$ cat src/pwc_cfg.svh
// Constants for the power-down wake-up control block.
// Operation
// - Writing one clears wake status flag.
// - Wake status flag acts only when enabled.
// - Wake interrupt enable gates the interrupt.
// - Interrupt high while flag and enable high; the code also needs irq_sts_reg and irq_mask_reg high.
// - Wake-up holds system clock for delay.
// - Crystal source delay is 4096 cycles.
// - Internal RC source delay is 256 cycles.
// - Delay enable bit turns delay on.
// - Any wake-up event sets status flag; the code sets it only for a wake event seen in power-down.
// - Wake-up clears the power-down request bit.
`ifndef PWC_CFG_SVH
`define PWC_CFG_SVH
`define PWC_OFS_POWER_CONTROL 8'h00
`define PWC_OFS_WRITE_PROTECT 8'h04
`define PWC_OFS_IRQ_STATUS    8'h08
`define PWC_OFS_IRQ_CLEAR     8'h0c
`define PWC_OFS_IRQ_ENABLE    8'h10
`define PWC_BIT_DELAY_EN      4
`define PWC_BIT_IRQ_EN        5
`define PWC_BIT_WAKE_STS      6
`define PWC_BIT_PD_REQ        7
`define PWC_KEY_1             8'h59
`define PWC_KEY_2             8'h16
`define PWC_KEY_3             8'h88
`define PWC_DELAY_XTAL        4096
`define PWC_DELAY_RC          13'h0100
`endif

$ cat src/pwc_pkg.sv
// Types for the power-down wake-up control block.
package pwc_pkg;
  typedef enum logic [1:0] {
    PWC_RUN   = 2'b00,
    PWC_DOWN  = 2'b01,
    PWC_DELAY = 2'b11
  } pwc_state_type;
  typedef enum logic [1:0] {
    PWC_KEY_IDLE = 2'b00,
    PWC_KEY_ONE  = 2'b01,
    PWC_KEY_TWO  = 2'b11
  } pwc_key_type;
  typedef struct packed {
    logic [7:0]  addr;
    logic [31:0] wdata;
    logic        wr;
    logic        rd;
  } pwc_bus_type;
endpackage

$ cat src/pwc_top.sv
// Power-down wake-up control with protected control bits and wake delay.
`timescale 1ns/1ps
`include "pwc_cfg.svh"
module pwc_top import pwc_pkg::*; #(
  parameter logic [12:0] XTAL_DELAY = 13'(`PWC_DELAY_XTAL)
) (
  input  wire logic        clk_sys,
  input  wire logic        reset_n,
  input  wire pwc_bus_type bus,
  output logic [31:0]      rdata,
  input  wire logic        wake_event,
  input  wire logic        clk_src_xtal,
  output logic             powerdown_active,
  output logic             sys_clk_gate,
  output logic             irq
);
  // ---------------------------------------------------------------
  // Reset and input synchronisers
  // ---------------------------------------------------------------
  logic [1:0] rst_sync_reg;
  logic       rst_n;
  logic [1:0] wake_sync_reg;
  logic [1:0] src_sync_reg;
  always_ff @(posedge clk_sys or negedge reset_n) begin
    if (!reset_n) begin
      rst_sync_reg <= 2'b00;
    end else begin
      rst_sync_reg <= {rst_sync_reg[0], 1'b1};
    end
  end
  assign rst_n = rst_sync_reg[1];
  always_ff @(posedge clk_sys or negedge rst_n) begin
    if (!rst_n) begin
      wake_sync_reg <= 2'b00;
      src_sync_reg  <= 2'b00;
    end else begin
      wake_sync_reg <= {wake_sync_reg[0], wake_event};
      src_sync_reg  <= {src_sync_reg[0], clk_src_xtal};
    end
  end
  // ---------------------------------------------------------------
  // Write protection unlock
  // ---------------------------------------------------------------
  pwc_key_type key_reg;
  logic        unlocked_reg;
  logic        wr_ctl;
  logic        wr_key;
  assign wr_ctl = bus.wr && (bus.addr == `PWC_OFS_POWER_CONTROL);
  assign wr_key = bus.wr && (bus.addr == `PWC_OFS_WRITE_PROTECT);
  always_ff @(posedge clk_sys or negedge rst_n) begin
    if (!rst_n) begin
      key_reg      <= PWC_KEY_IDLE;
      unlocked_reg <= 1'b0;
    end else if (wr_key) begin
      unlocked_reg <= 1'b0;
      key_reg      <= PWC_KEY_IDLE;
      case (key_reg)
        PWC_KEY_IDLE: begin
          if (bus.wdata[7:0] == `PWC_KEY_1) key_reg <= PWC_KEY_ONE;
        end
        PWC_KEY_ONE: begin
          if (bus.wdata[7:0] == `PWC_KEY_2) key_reg <= PWC_KEY_TWO;
        end
        PWC_KEY_TWO: begin
          if (bus.wdata[7:0] == `PWC_KEY_3) unlocked_reg <= 1'b1;
        end
        default: key_reg <= PWC_KEY_IDLE;
      endcase
    end
  end
  // ---------------------------------------------------------------
  // Power control bits
  // ---------------------------------------------------------------
  logic          irq_en_reg;
  logic          delay_en_reg;
  logic          pd_req_reg;
  logic          wake_sts_reg;
  logic          wake_hit;
  pwc_state_type state_reg;
  logic [12:0]   count_reg;
  assign wake_hit = (state_reg == PWC_DOWN) && wake_sync_reg[1];
  always_ff @(posedge clk_sys or negedge rst_n) begin
    if (!rst_n) begin
      irq_en_reg   <= 1'b0;
      delay_en_reg <= 1'b0;
    end else if (wr_ctl && unlocked_reg) begin
      irq_en_reg   <= bus.wdata[`PWC_BIT_IRQ_EN];
      delay_en_reg <= bus.wdata[`PWC_BIT_DELAY_EN];
    end
  end
  always_ff @(posedge clk_sys or negedge rst_n) begin
    if (!rst_n) begin
      pd_req_reg <= 1'b0;
    end else if (wake_hit) begin
      pd_req_reg <= 1'b0;
    end else if (wr_ctl && unlocked_reg) begin
      pd_req_reg <= bus.wdata[`PWC_BIT_PD_REQ];
    end
  end
  // Set wins over a write-one clear in the same cycle.
  always_ff @(posedge clk_sys or negedge rst_n) begin
    if (!rst_n) begin
      wake_sts_reg <= 1'b0;
    end else if (wake_hit) begin
      wake_sts_reg <= 1'b1;
    end else if (wr_ctl && bus.wdata[`PWC_BIT_WAKE_STS]) begin
      wake_sts_reg <= 1'b0;
    end
  end
  // ---------------------------------------------------------------
  // Power-down and wake delay sequencing
  // ---------------------------------------------------------------
  always_ff @(posedge clk_sys or negedge rst_n) begin
    if (!rst_n) begin
      state_reg <= PWC_RUN;
      count_reg <= 13'h0000;
    end else begin
      case (state_reg)
        PWC_RUN: begin
          if (pd_req_reg) state_reg <= PWC_DOWN;
        end
        PWC_DOWN: begin
          if (wake_sync_reg[1]) begin
            if (delay_en_reg) begin
              state_reg <= PWC_DELAY;
              count_reg <= src_sync_reg[1] ? XTAL_DELAY - 13'h0001
                                           : `PWC_DELAY_RC - 13'h0001;
            end else begin
              state_reg <= PWC_RUN;
            end
          end
        end
        PWC_DELAY: begin
          if (count_reg == 13'h0000) begin
            state_reg <= PWC_RUN;
          end else begin
            count_reg <= count_reg - 13'h0001;
          end
        end
        default: state_reg <= PWC_RUN;
      endcase
    end
  end
  always_ff @(posedge clk_sys or negedge rst_n) begin
    if (!rst_n) begin
      powerdown_active <= 1'b0;
      sys_clk_gate     <= 1'b0;
    end else begin
      powerdown_active <= (state_reg == PWC_DOWN);
      sys_clk_gate     <= (state_reg != PWC_RUN);
    end
  end
  // ---------------------------------------------------------------
  // Interrupt status, clear and enable
  // ---------------------------------------------------------------
  logic irq_sts_reg;
  logic irq_mask_reg;
  always_ff @(posedge clk_sys or negedge rst_n) begin
    if (!rst_n) begin
      irq_sts_reg <= 1'b0;
    end else if (wake_hit) begin
      irq_sts_reg <= 1'b1;
    end else if (bus.wr && (bus.addr == `PWC_OFS_IRQ_CLEAR) && bus.wdata[0]) begin
      irq_sts_reg <= 1'b0;
    end
  end
  always_ff @(posedge clk_sys or negedge rst_n) begin
    if (!rst_n) begin
      irq_mask_reg <= 1'b1;
    end else if (bus.wr && (bus.addr == `PWC_OFS_IRQ_ENABLE)) begin
      irq_mask_reg <= bus.wdata[0];
    end
  end
  // The flag reaches the line only through its enable, irq_sts_reg and irq_mask_reg.
  always_ff @(posedge clk_sys or negedge rst_n) begin
    if (!rst_n) begin
      irq <= 1'b0;
    end else begin
      irq <= wake_sts_reg && irq_en_reg && irq_sts_reg && irq_mask_reg;
    end
  end
  // ---------------------------------------------------------------
  // Read data
  // ---------------------------------------------------------------
  always_ff @(posedge clk_sys or negedge rst_n) begin
    if (!rst_n) begin
      rdata <= 32'h0000_0000;
    end else if (bus.rd) begin
      rdata <= 32'h0000_0000;
      if (bus.addr == `PWC_OFS_POWER_CONTROL) begin
        rdata[`PWC_BIT_PD_REQ]   <= pd_req_reg;
        rdata[`PWC_BIT_WAKE_STS] <= wake_sts_reg;
        rdata[`PWC_BIT_IRQ_EN]   <= irq_en_reg;
        rdata[`PWC_BIT_DELAY_EN] <= delay_en_reg;
      end else if (bus.addr == `PWC_OFS_WRITE_PROTECT) begin
        rdata[0] <= unlocked_reg;
      end else if (bus.addr == `PWC_OFS_IRQ_STATUS) begin
        rdata[0] <= irq_sts_reg;
      end else if (bus.addr == `PWC_OFS_IRQ_ENABLE) begin
        rdata[0] <= irq_mask_reg;
      end
    end else begin
      rdata <= 32'h0000_0000;
    end
  end
endmodule // pwc_top

$ cat config.mk
export PLATFORM = sky130hd
export DESIGN_NAME = pwc_top
export DESIGN_NICKNAME = d
export VERILOG_FILES = /design/src/pwc_pkg.sv /design/src/pwc_top.sv
export VERILOG_INCLUDE_DIRS = /design/src
export SDC_FILE = /design/constraint.sdc
export NUM_CORES = 1
export LEC_CHECK = 0
export BUFFER_PORTS_ARGS = -buffer_cell sky130_fd_sc_hd__clkbuf_2
export CAP_MARGIN = 20
export CORE_UTILIZATION = 30
export CTS_BUF_LIST = sky130_fd_sc_hd__clkbuf_16
export CTS_CLUSTER_DIAMETER = 120
export DETAILED_ROUTE_END_ITERATION = 8
export SLEW_MARGIN = 20
export SYNTH_ARGS = -nofsm -noshare
export SYNTH_HDL_FRONTEND = slang
export SYNTH_SLANG_ARGS = --single-unit
export TNS_END_PERCENT = 5
$ cat constraint.sdc
create_clock -name clk_sys -period 2.3 [get_ports clk_sys]
set_clock_uncertainty 0.2 [all_clocks]
set_input_delay 0.69 -clock clk_sys [delete_from_list [all_inputs] [get_ports clk_sys]]
set_output_delay 0.69 -clock clk_sys [all_outputs]
set_load 0.01 [all_outputs]
# Word-level counts from Yosys, hierarchy flattened
# Index checks and enable logic that the tools add are counted.
# W data, S select, Z words.
totals:
  register_bits: 65
  input_bits: 46
op_classes:
  n_addsub: 1
  n_eq_ne: 16
  mux: 27
  reduce_logical: 22
ops:
  columns: ["cell", "n"]
  rows:
  - ["$mux W13", 3]
  - ["$pmux W13 S2", 1]
  - ["$eq A8 B4 Y1 const B", 2]
  - ["$eq A8 B5 Y1 const B", 2]
  - ["$logic_not A13 Y1", 1]
  - ["$mux W1", 13]
  - ["$sub A13 B1 Y13 const B", 1]
  - ["$mux W12", 1]
  - ["$logic_and A1 B1 Y1", 11]
  - ["$mux W2", 5]
  - ["$ne A2 B2 Y1 const B", 5]
  - ["$reduce_bool A2 Y1", 5]
  - ["$eq A8 B3 Y1 const B", 1]
  - ["$eq A8 B7 Y1 const B", 1]
  - ["$eq A8 B8 Y1 const B", 1]
  - ["$logic_not A8 Y1", 1]
  - ["$mux W8", 1]
  - ["$pmux W2 S3", 1]
  - ["$eq A2 B1 Y1 const B", 2]
  - ["$eq A2 B2 Y1 const B", 2]
  - ["$logic_not A2 Y1", 2]
  - ["$mux W4", 1]
  - ["$pmux W2 S2", 1]
  - ["$reduce_and A4 Y1", 1]
  - ["$reduce_and A3 Y1", 1]

# Depth between registers and ports, before layout
logic_depth:
  word_depth: 6
  depth_mapped: 6
  depth_no_buf: 6

# Worst setup path before layout
# Ideal clock, no wire load.
synth_timing:
  path_kind: "input to register"
  startpoint: "input bus[38] in the netlist's numbering"
  endpoint: "register key_reg[0]"
  setup_ns: 0.125
  arrival_ns: 1.854
  t_required_ns: 1.975
  setup_slack_ns: 0.122
  stages: 4
  path_cell_list: "nor4_2 > nand2_1 > nor3_1 > mux2_2"
synth_via:
  elab_chain_cells: 2
synth_rtl:
  columns: ["element", "line_no", "rtl"]
  rows:
  - ["from (decl)", "pwc_top.sv:9", "input wire pwc_bus_type bus,"]
  - ["$eq A8 B3 Y1 (no line)", null, null]
  - ["$logic_and A1 B1 Y1", "pwc_top.sv:49", "assign wr_key = bus.wr && (bus.addr == `PWC_OFS_WRITE_PROTECT);"]
  - ["to (signal assigned)", "pwc_top.sv:52", "key_reg <= PWC_KEY_IDLE;"]
  - ["to (signal assigned)", "pwc_top.sv:56", "key_reg <= PWC_KEY_IDLE;"]
  - ["to (signal assigned)", "pwc_top.sv:59", "if (bus.wdata[7:0] == `PWC_KEY_1) key_reg <= PWC_KEY_ONE;"]
  - ["to (decl)", "pwc_top.sv:44", "pwc_key_type key_reg;"]
# No other way between the ends.
# A chain may end at the register's enable or synchronous reset.

# Final worst setup path
layout_timing:
  startpoint: "register count_reg[1]"
  endpoint: "register count_reg[6]"
layout_via:
  elab_chain_cells: 3
  word_cells_on_any_way: 6
layout_rtl:
  columns: ["element", "line_no", "rtl"]
  rows:
  - ["from (decl)", "pwc_top.sv:80", "logic [12:0] count_reg;"]
  - ["from (signal assigned)", "pwc_top.sv:126", "count_reg <= src_sync_reg[1] ? XTAL_DELAY - 13'h0001"]
  - ["from (signal assigned)", "pwc_top.sv:137", "count_reg <= count_reg - 13'h0001;"]
  - ["$sub A13 B1 Y13 or $logic_not A13 Y1 (tied branches)", "pwc_top.sv:137, pwc_top.sv:134", null]
  - ["$mux W13 or $ne A2 B2 Y1 (tied branches)", null, null]
  - ["$pmux W13 S2 or $reduce_and A4 Y1 (tied branches)", null, null]
# Parallel ways exist; a longest one is shown, timed or not. The select of a mux whose other input is x is not followed.

==> qor_table.md <==
| Group | Quantity | This run |
|:---|:---|:---|
| placement | Post-detailed-placement half-perimeter wirelength | 2990 microns |
| grt | Met3 routing resource usage after global routing | 3.93% |
| synthesis | Sequential share of the synthesized area | 46.6% |
| floorplanning | Starting density of the core | 31.7% |
| setup path | Required arrival time at the worst endpoint | 2.30 ns |
| floorplanning | Core ar. | 0.00646 sq mm |
| synthesis | Post-synthesis cell count | 200 |
| grt | Top Usage Layer GRT | met2 |
| floorplanning | Die boundary height | 84.6 microns |
| timing | Min cycle time layout | 2.23 ns |
| timing | Slew Viols, Final | 0 |
| power and ir drop | Leakage power total | 1.13 nW |
| cells and area | Filler cells | 644 |
| clocking | Number of buffers created by CTS | 5 |
| clocking | CTS Root Buffer Type | sky130_fd_sc_hd__clkbuf_16 |
| route | Wire per inst | 12.4 microns |
| setup path | Class of the most critical setup path | flip-flop to flip-flop |
| synthesis | #FFs+latches synth | 38 |
| placement | Buffers added on ports | 29 |
| placement | Weighted congestion reported at the end of routability-driven placement | 0.931 |
| floorplanning | Die area | 0.00715 sq mm |
| route | Total wire length after detailed routing | 4010 microns |
| synthesis | Synth Area in Simple Gates | 22.6% |
| timing | Count of final setup violators | 0 |
| synthesis | Number of flops mapped to enable cells by yosys | 0 |
| route | Per-cell via count in the routed design | 4.86 |
| clocking | CTS tree | yes |
| synthesis | Post-Synthesis Cell Area | 0.00204 sq mm |
| run status | Violations in the final reports | design-rule violations |
| floorplanning | Die X-Extent | 84.6 microns |
| floorplanning | I/O pin total | 81 |
| grt | Met2 demand-to-capacity share in global routing | 19.7% |
| synthesis | XOR/XNOR Fraction of Synth Area | 0% |
| route | DRC | 10 |
| synthesis | Adder-cell share of the synthesized area | 1.22% |
| clocking | Level count of the clock H-tree | 2 |
| cells and area | Largest register FFs | 13 |
| synthesis | Post-synth top area share | 45.3% |
| synthesis | Main area contributors after synthesis | sky130_fd_sc_hd__dfrtp_1 (45%), sky130_fd_sc_hd__buf_4 (9.9%), sky130_fd_sc_hd__mux2_2 (3.3%), sky130_fd_sc_hd__and2_1 (2.1%), sky130_fd_sc_hd__nand4_1 (2.1%) |
| synthesis | Ys flop type | sky130_fd_sc_hd__dfrtp_1 |
| grt | Global-route wire length before repair | 7040 microns |
| grt | Vias in the first global route | 1,485 |
| grt | Maximum number of pins on one net before global-route repair | 32 |
| synthesis | Avg Cell Area, Syn | 10.2 sq um |
| synthesis | Multiplexer area fraction after synthesis | 5.26% |
| clocking | Maximum clock insertion buffer count | 2 |
| grt | Met1 layer usage reported by global route | 16.0% |
| route | Iteration count of the initial detailed-routing pass | 8 |
| setup path | Largest fanout of any net on the critical path | 4 |
| grt | Total overflow reported by the global router | 0 |
| timing | Fmax | 449 MHz |
| setup path | Startpoint class of the critical path | flip-flop |
| cells and area | Fraction of final layout cells with drive strength greater than 1 | 27.2% |
| power and ir drop | Power density over cell area | 594 mW/mm^2 |
| power and ir drop | Highest ir drop seen on vdd | 0.000341 V |
| timing | Total negative slack for setup checks | 0 ns |
| clocking | Clock sinks | 38 |
| clocking | Clock transition at the registers of the reported paths | 0.06 ns |
| setup path | Arrival time worst endpoint | 2.23 ns |
| grt | Overall track demand over capacity in global routing | 12.6% |
| min path | Worst Hold Class | flip-flop to asynchronous set/reset pin |
| route | Violation count after the first detailed-routing iteration | 171 |
| route | Count of vias placed by the detailed router | 1,570 |
| timing | Slack of the critical path | 0.0733 ns |
| flow run | Max_cap viols | 0 |
| synthesis | Count of cell types in the netlist | 51 |
| cells and area | Area grow syn2layout | 18.7% |
| cells and area | Layout net count | 293 |
| route | DRT antenna net count | 0 |
| setup path | R2R cell count | 6 |
| synthesis | Library cell occupying the most area in the post-synthesis netlist | sky130_fd_sc_hd__dfrtp_1 |
| cells and area | Register cell area after layout | 952 sq um |
| synthesis | Fraction of registers with async set or reset after synthesis | 100% |
| clocking | Insertion delay to the later sink of the worst-skew pair | 0.28 ns |
| clocking | Setup fix buffers added after clock tree synthesis | 0 |
| floorplanning | FP Rows | 29 |
| grt | Number of antenna violations at the first check in global routing | 0 |
| synthesis | Synth Area in Compound Gates | 11.8% |
| run status | Run status | complete, but fails checks |
| cells and area | Area taken by multi-input logic gates | 943 sq um |
| timing | Period utilization | 96.8% |
| cells and area | Count of inserted antenna diode cells | 0 |
| synthesis | Number of warnings reported in the yosys synthesis log | 0 |
| setup path | Crit. End Element | flip-flop |
| synthesis | Largest family of logic cells by synthesized area | simple AND/OR/NAND/NOR gates |
| timing | Final count of hold timing violations | 0 |
| placement | Post-Place Worst Slack | 0.0735 ns |
## final timing paths
| check | start | to | slack (ns) |
|---|---|---|---|
| setup / recovery | count_reg[1] | count_reg[6] | 0.07 |
| hold / removal | rst_sync_reg[1] | irq_mask_reg | 0.03 |
| setup reg to reg | count_reg[1] | count_reg[6] | 0.07 |
| hold reg to reg | rst_sync_reg[1] | irq_mask_reg | 0.03 |
| max in group asynchronous | rst_sync_reg[1] | irq_en_reg | 1.24 |
| min in group clk_sys | wake_sync_reg[0] | wake_sync_reg[1] | 0.15 |
## area by class of cell
class	instances	share of cell area, %
clock buffers	5	5.16
clock inverters	3	0.670
inverters	6	0.928
multi-input cells	149	38.9
flip-flops and latches	38	39.2
well taps	77	3.97
repair buffers	45	11.1
## synthesized netlist by cell type, types with 4 or more instances
cell,n
sky130_fd_sc_hd__mux2_2,6
sky130_fd_sc_hd__nor4_1,5
sky130_fd_sc_hd__o21ai_1,4
sky130_fd_sc_hd__dfrtp_1,37
sky130_fd_sc_hd__and2_1,7
sky130_fd_sc_hd__o21ai_0,5
sky130_fd_sc_hd__inv_1,6
sky130_fd_sc_hd__nand2_1,11
sky130_fd_sc_hd__nor2_1,10
sky130_fd_sc_hd__clkbuf_1,5
sky130_fd_sc_hd__buf_4,27
sky130_fd_sc_hd__mux2i_1,4
sky130_fd_sc_hd__and4_1,4
sky130_fd_sc_hd__nand4_1,7
sky130_fd_sc_hd__nand3_1,4
## per-stage QoR
step	cells	cell area, sq um	total power, W	hold WS [ns]	util (%)
global route	323	2430	0.00151	0.0494	37.6
finish	323	2430	0.00144	0.0263	37.6
global placement	313	2260	0.000791	-0.109	35.0
floorplan	226	2140	0.000786	0.131	-
CTS	323	2420	0.00146	0.0325	37.5
detailed placement	313	2260	0.000793	-0.104	35.0
## where the power goes
part	internal, W	switching, W	leakage, nW
Combinational	0.0000318	0.0000567	0.596
Sequential	0.000684	0.0000105	0.466
Clock	0.000395	0.000264	0.0672
## cells by family after synthesis
family          count (synthesis)
simple gates                   75
buf+inv                        39
flops                          38
compound gates                 34
mux                            10
fa+ha+maj                       2
other cells                     2
## critical path: stages (launching register included)
cell and delay, ns:
sky130_fd_sc_hd__dfrtp_1 0.39, sky130_fd_sc_hd__inv_1 0.10, sky130_fd_sc_hd__ha_1 0.18, sky130_fd_sc_hd__or3b_4 0.41, sky130_fd_sc_hd__or4b_1 0.50, sky130_fd_sc_hd__a21oi_1 0.18, sky130_fd_sc_hd__mux2i_1 0.20
## cells in the final DEF, fill, tap and decap left out, types with 2 or more instances in the layout
cell                            count
sky130_fd_sc_hd__nand4_1            7
sky130_fd_sc_hd__nand2_1           11
sky130_fd_sc_hd__o2bb2ai_1          2
sky130_fd_sc_hd__dfrtp_1           37
sky130_fd_sc_hd__dlygate4sd3_1      2
sky130_fd_sc_hd__o211ai_1           2
sky130_fd_sc_hd__nor3_1             3
sky130_fd_sc_hd__a31oi_1            3
sky130_fd_sc_hd__nor2b_1            3
sky130_fd_sc_hd__nor4_1             5
sky130_fd_sc_hd__a21oi_1            3
sky130_fd_sc_hd__clkbuf_16          5
sky130_fd_sc_hd__or3_1              2
sky130_fd_sc_hd__a211o_1            3
sky130_fd_sc_hd__nand4b_1           2
sky130_fd_sc_hd__mux2i_1            4
sky130_fd_sc_hd__mux2_2             6
sky130_fd_sc_hd__inv_1              6
sky130_fd_sc_hd__and2_1             7
sky130_fd_sc_hd__a22oi_1            2
sky130_fd_sc_hd__clkbuf_2          29
sky130_fd_sc_hd__conb_1            28
sky130_fd_sc_hd__nor2_1            10
sky130_fd_sc_hd__and3_1             2
sky130_fd_sc_hd__and4_1             4
sky130_fd_sc_hd__o21ai_0            5
sky130_fd_sc_hd__nand3_1            4
sky130_fd_sc_hd__o41ai_1            2
sky130_fd_sc_hd__ha_1               2
sky130_fd_sc_hd__buf_4             14
sky130_fd_sc_hd__a31o_2             2
sky130_fd_sc_hd__o21ai_1            4
sky130_fd_sc_hd__nor3b_1            3
## what timing repair did
item | 4_1_cts | 5_1_grt
gates resized for setup | 0 | 1
endpoints found under the setup margin | 0 | 1
hold buffers | 2 | 0
hold endpoints to repair | 6 | 0
## per-layer routing
layer | share of wire (%) | wire [microns]
met1 | 46 | 1850
met3 | 6.5 | 260
met2 | 46 | 1840
met4 | 1.7 | 70
met5 | 0 | 0
No activity file was read; power rests on OpenSTA's default activity.
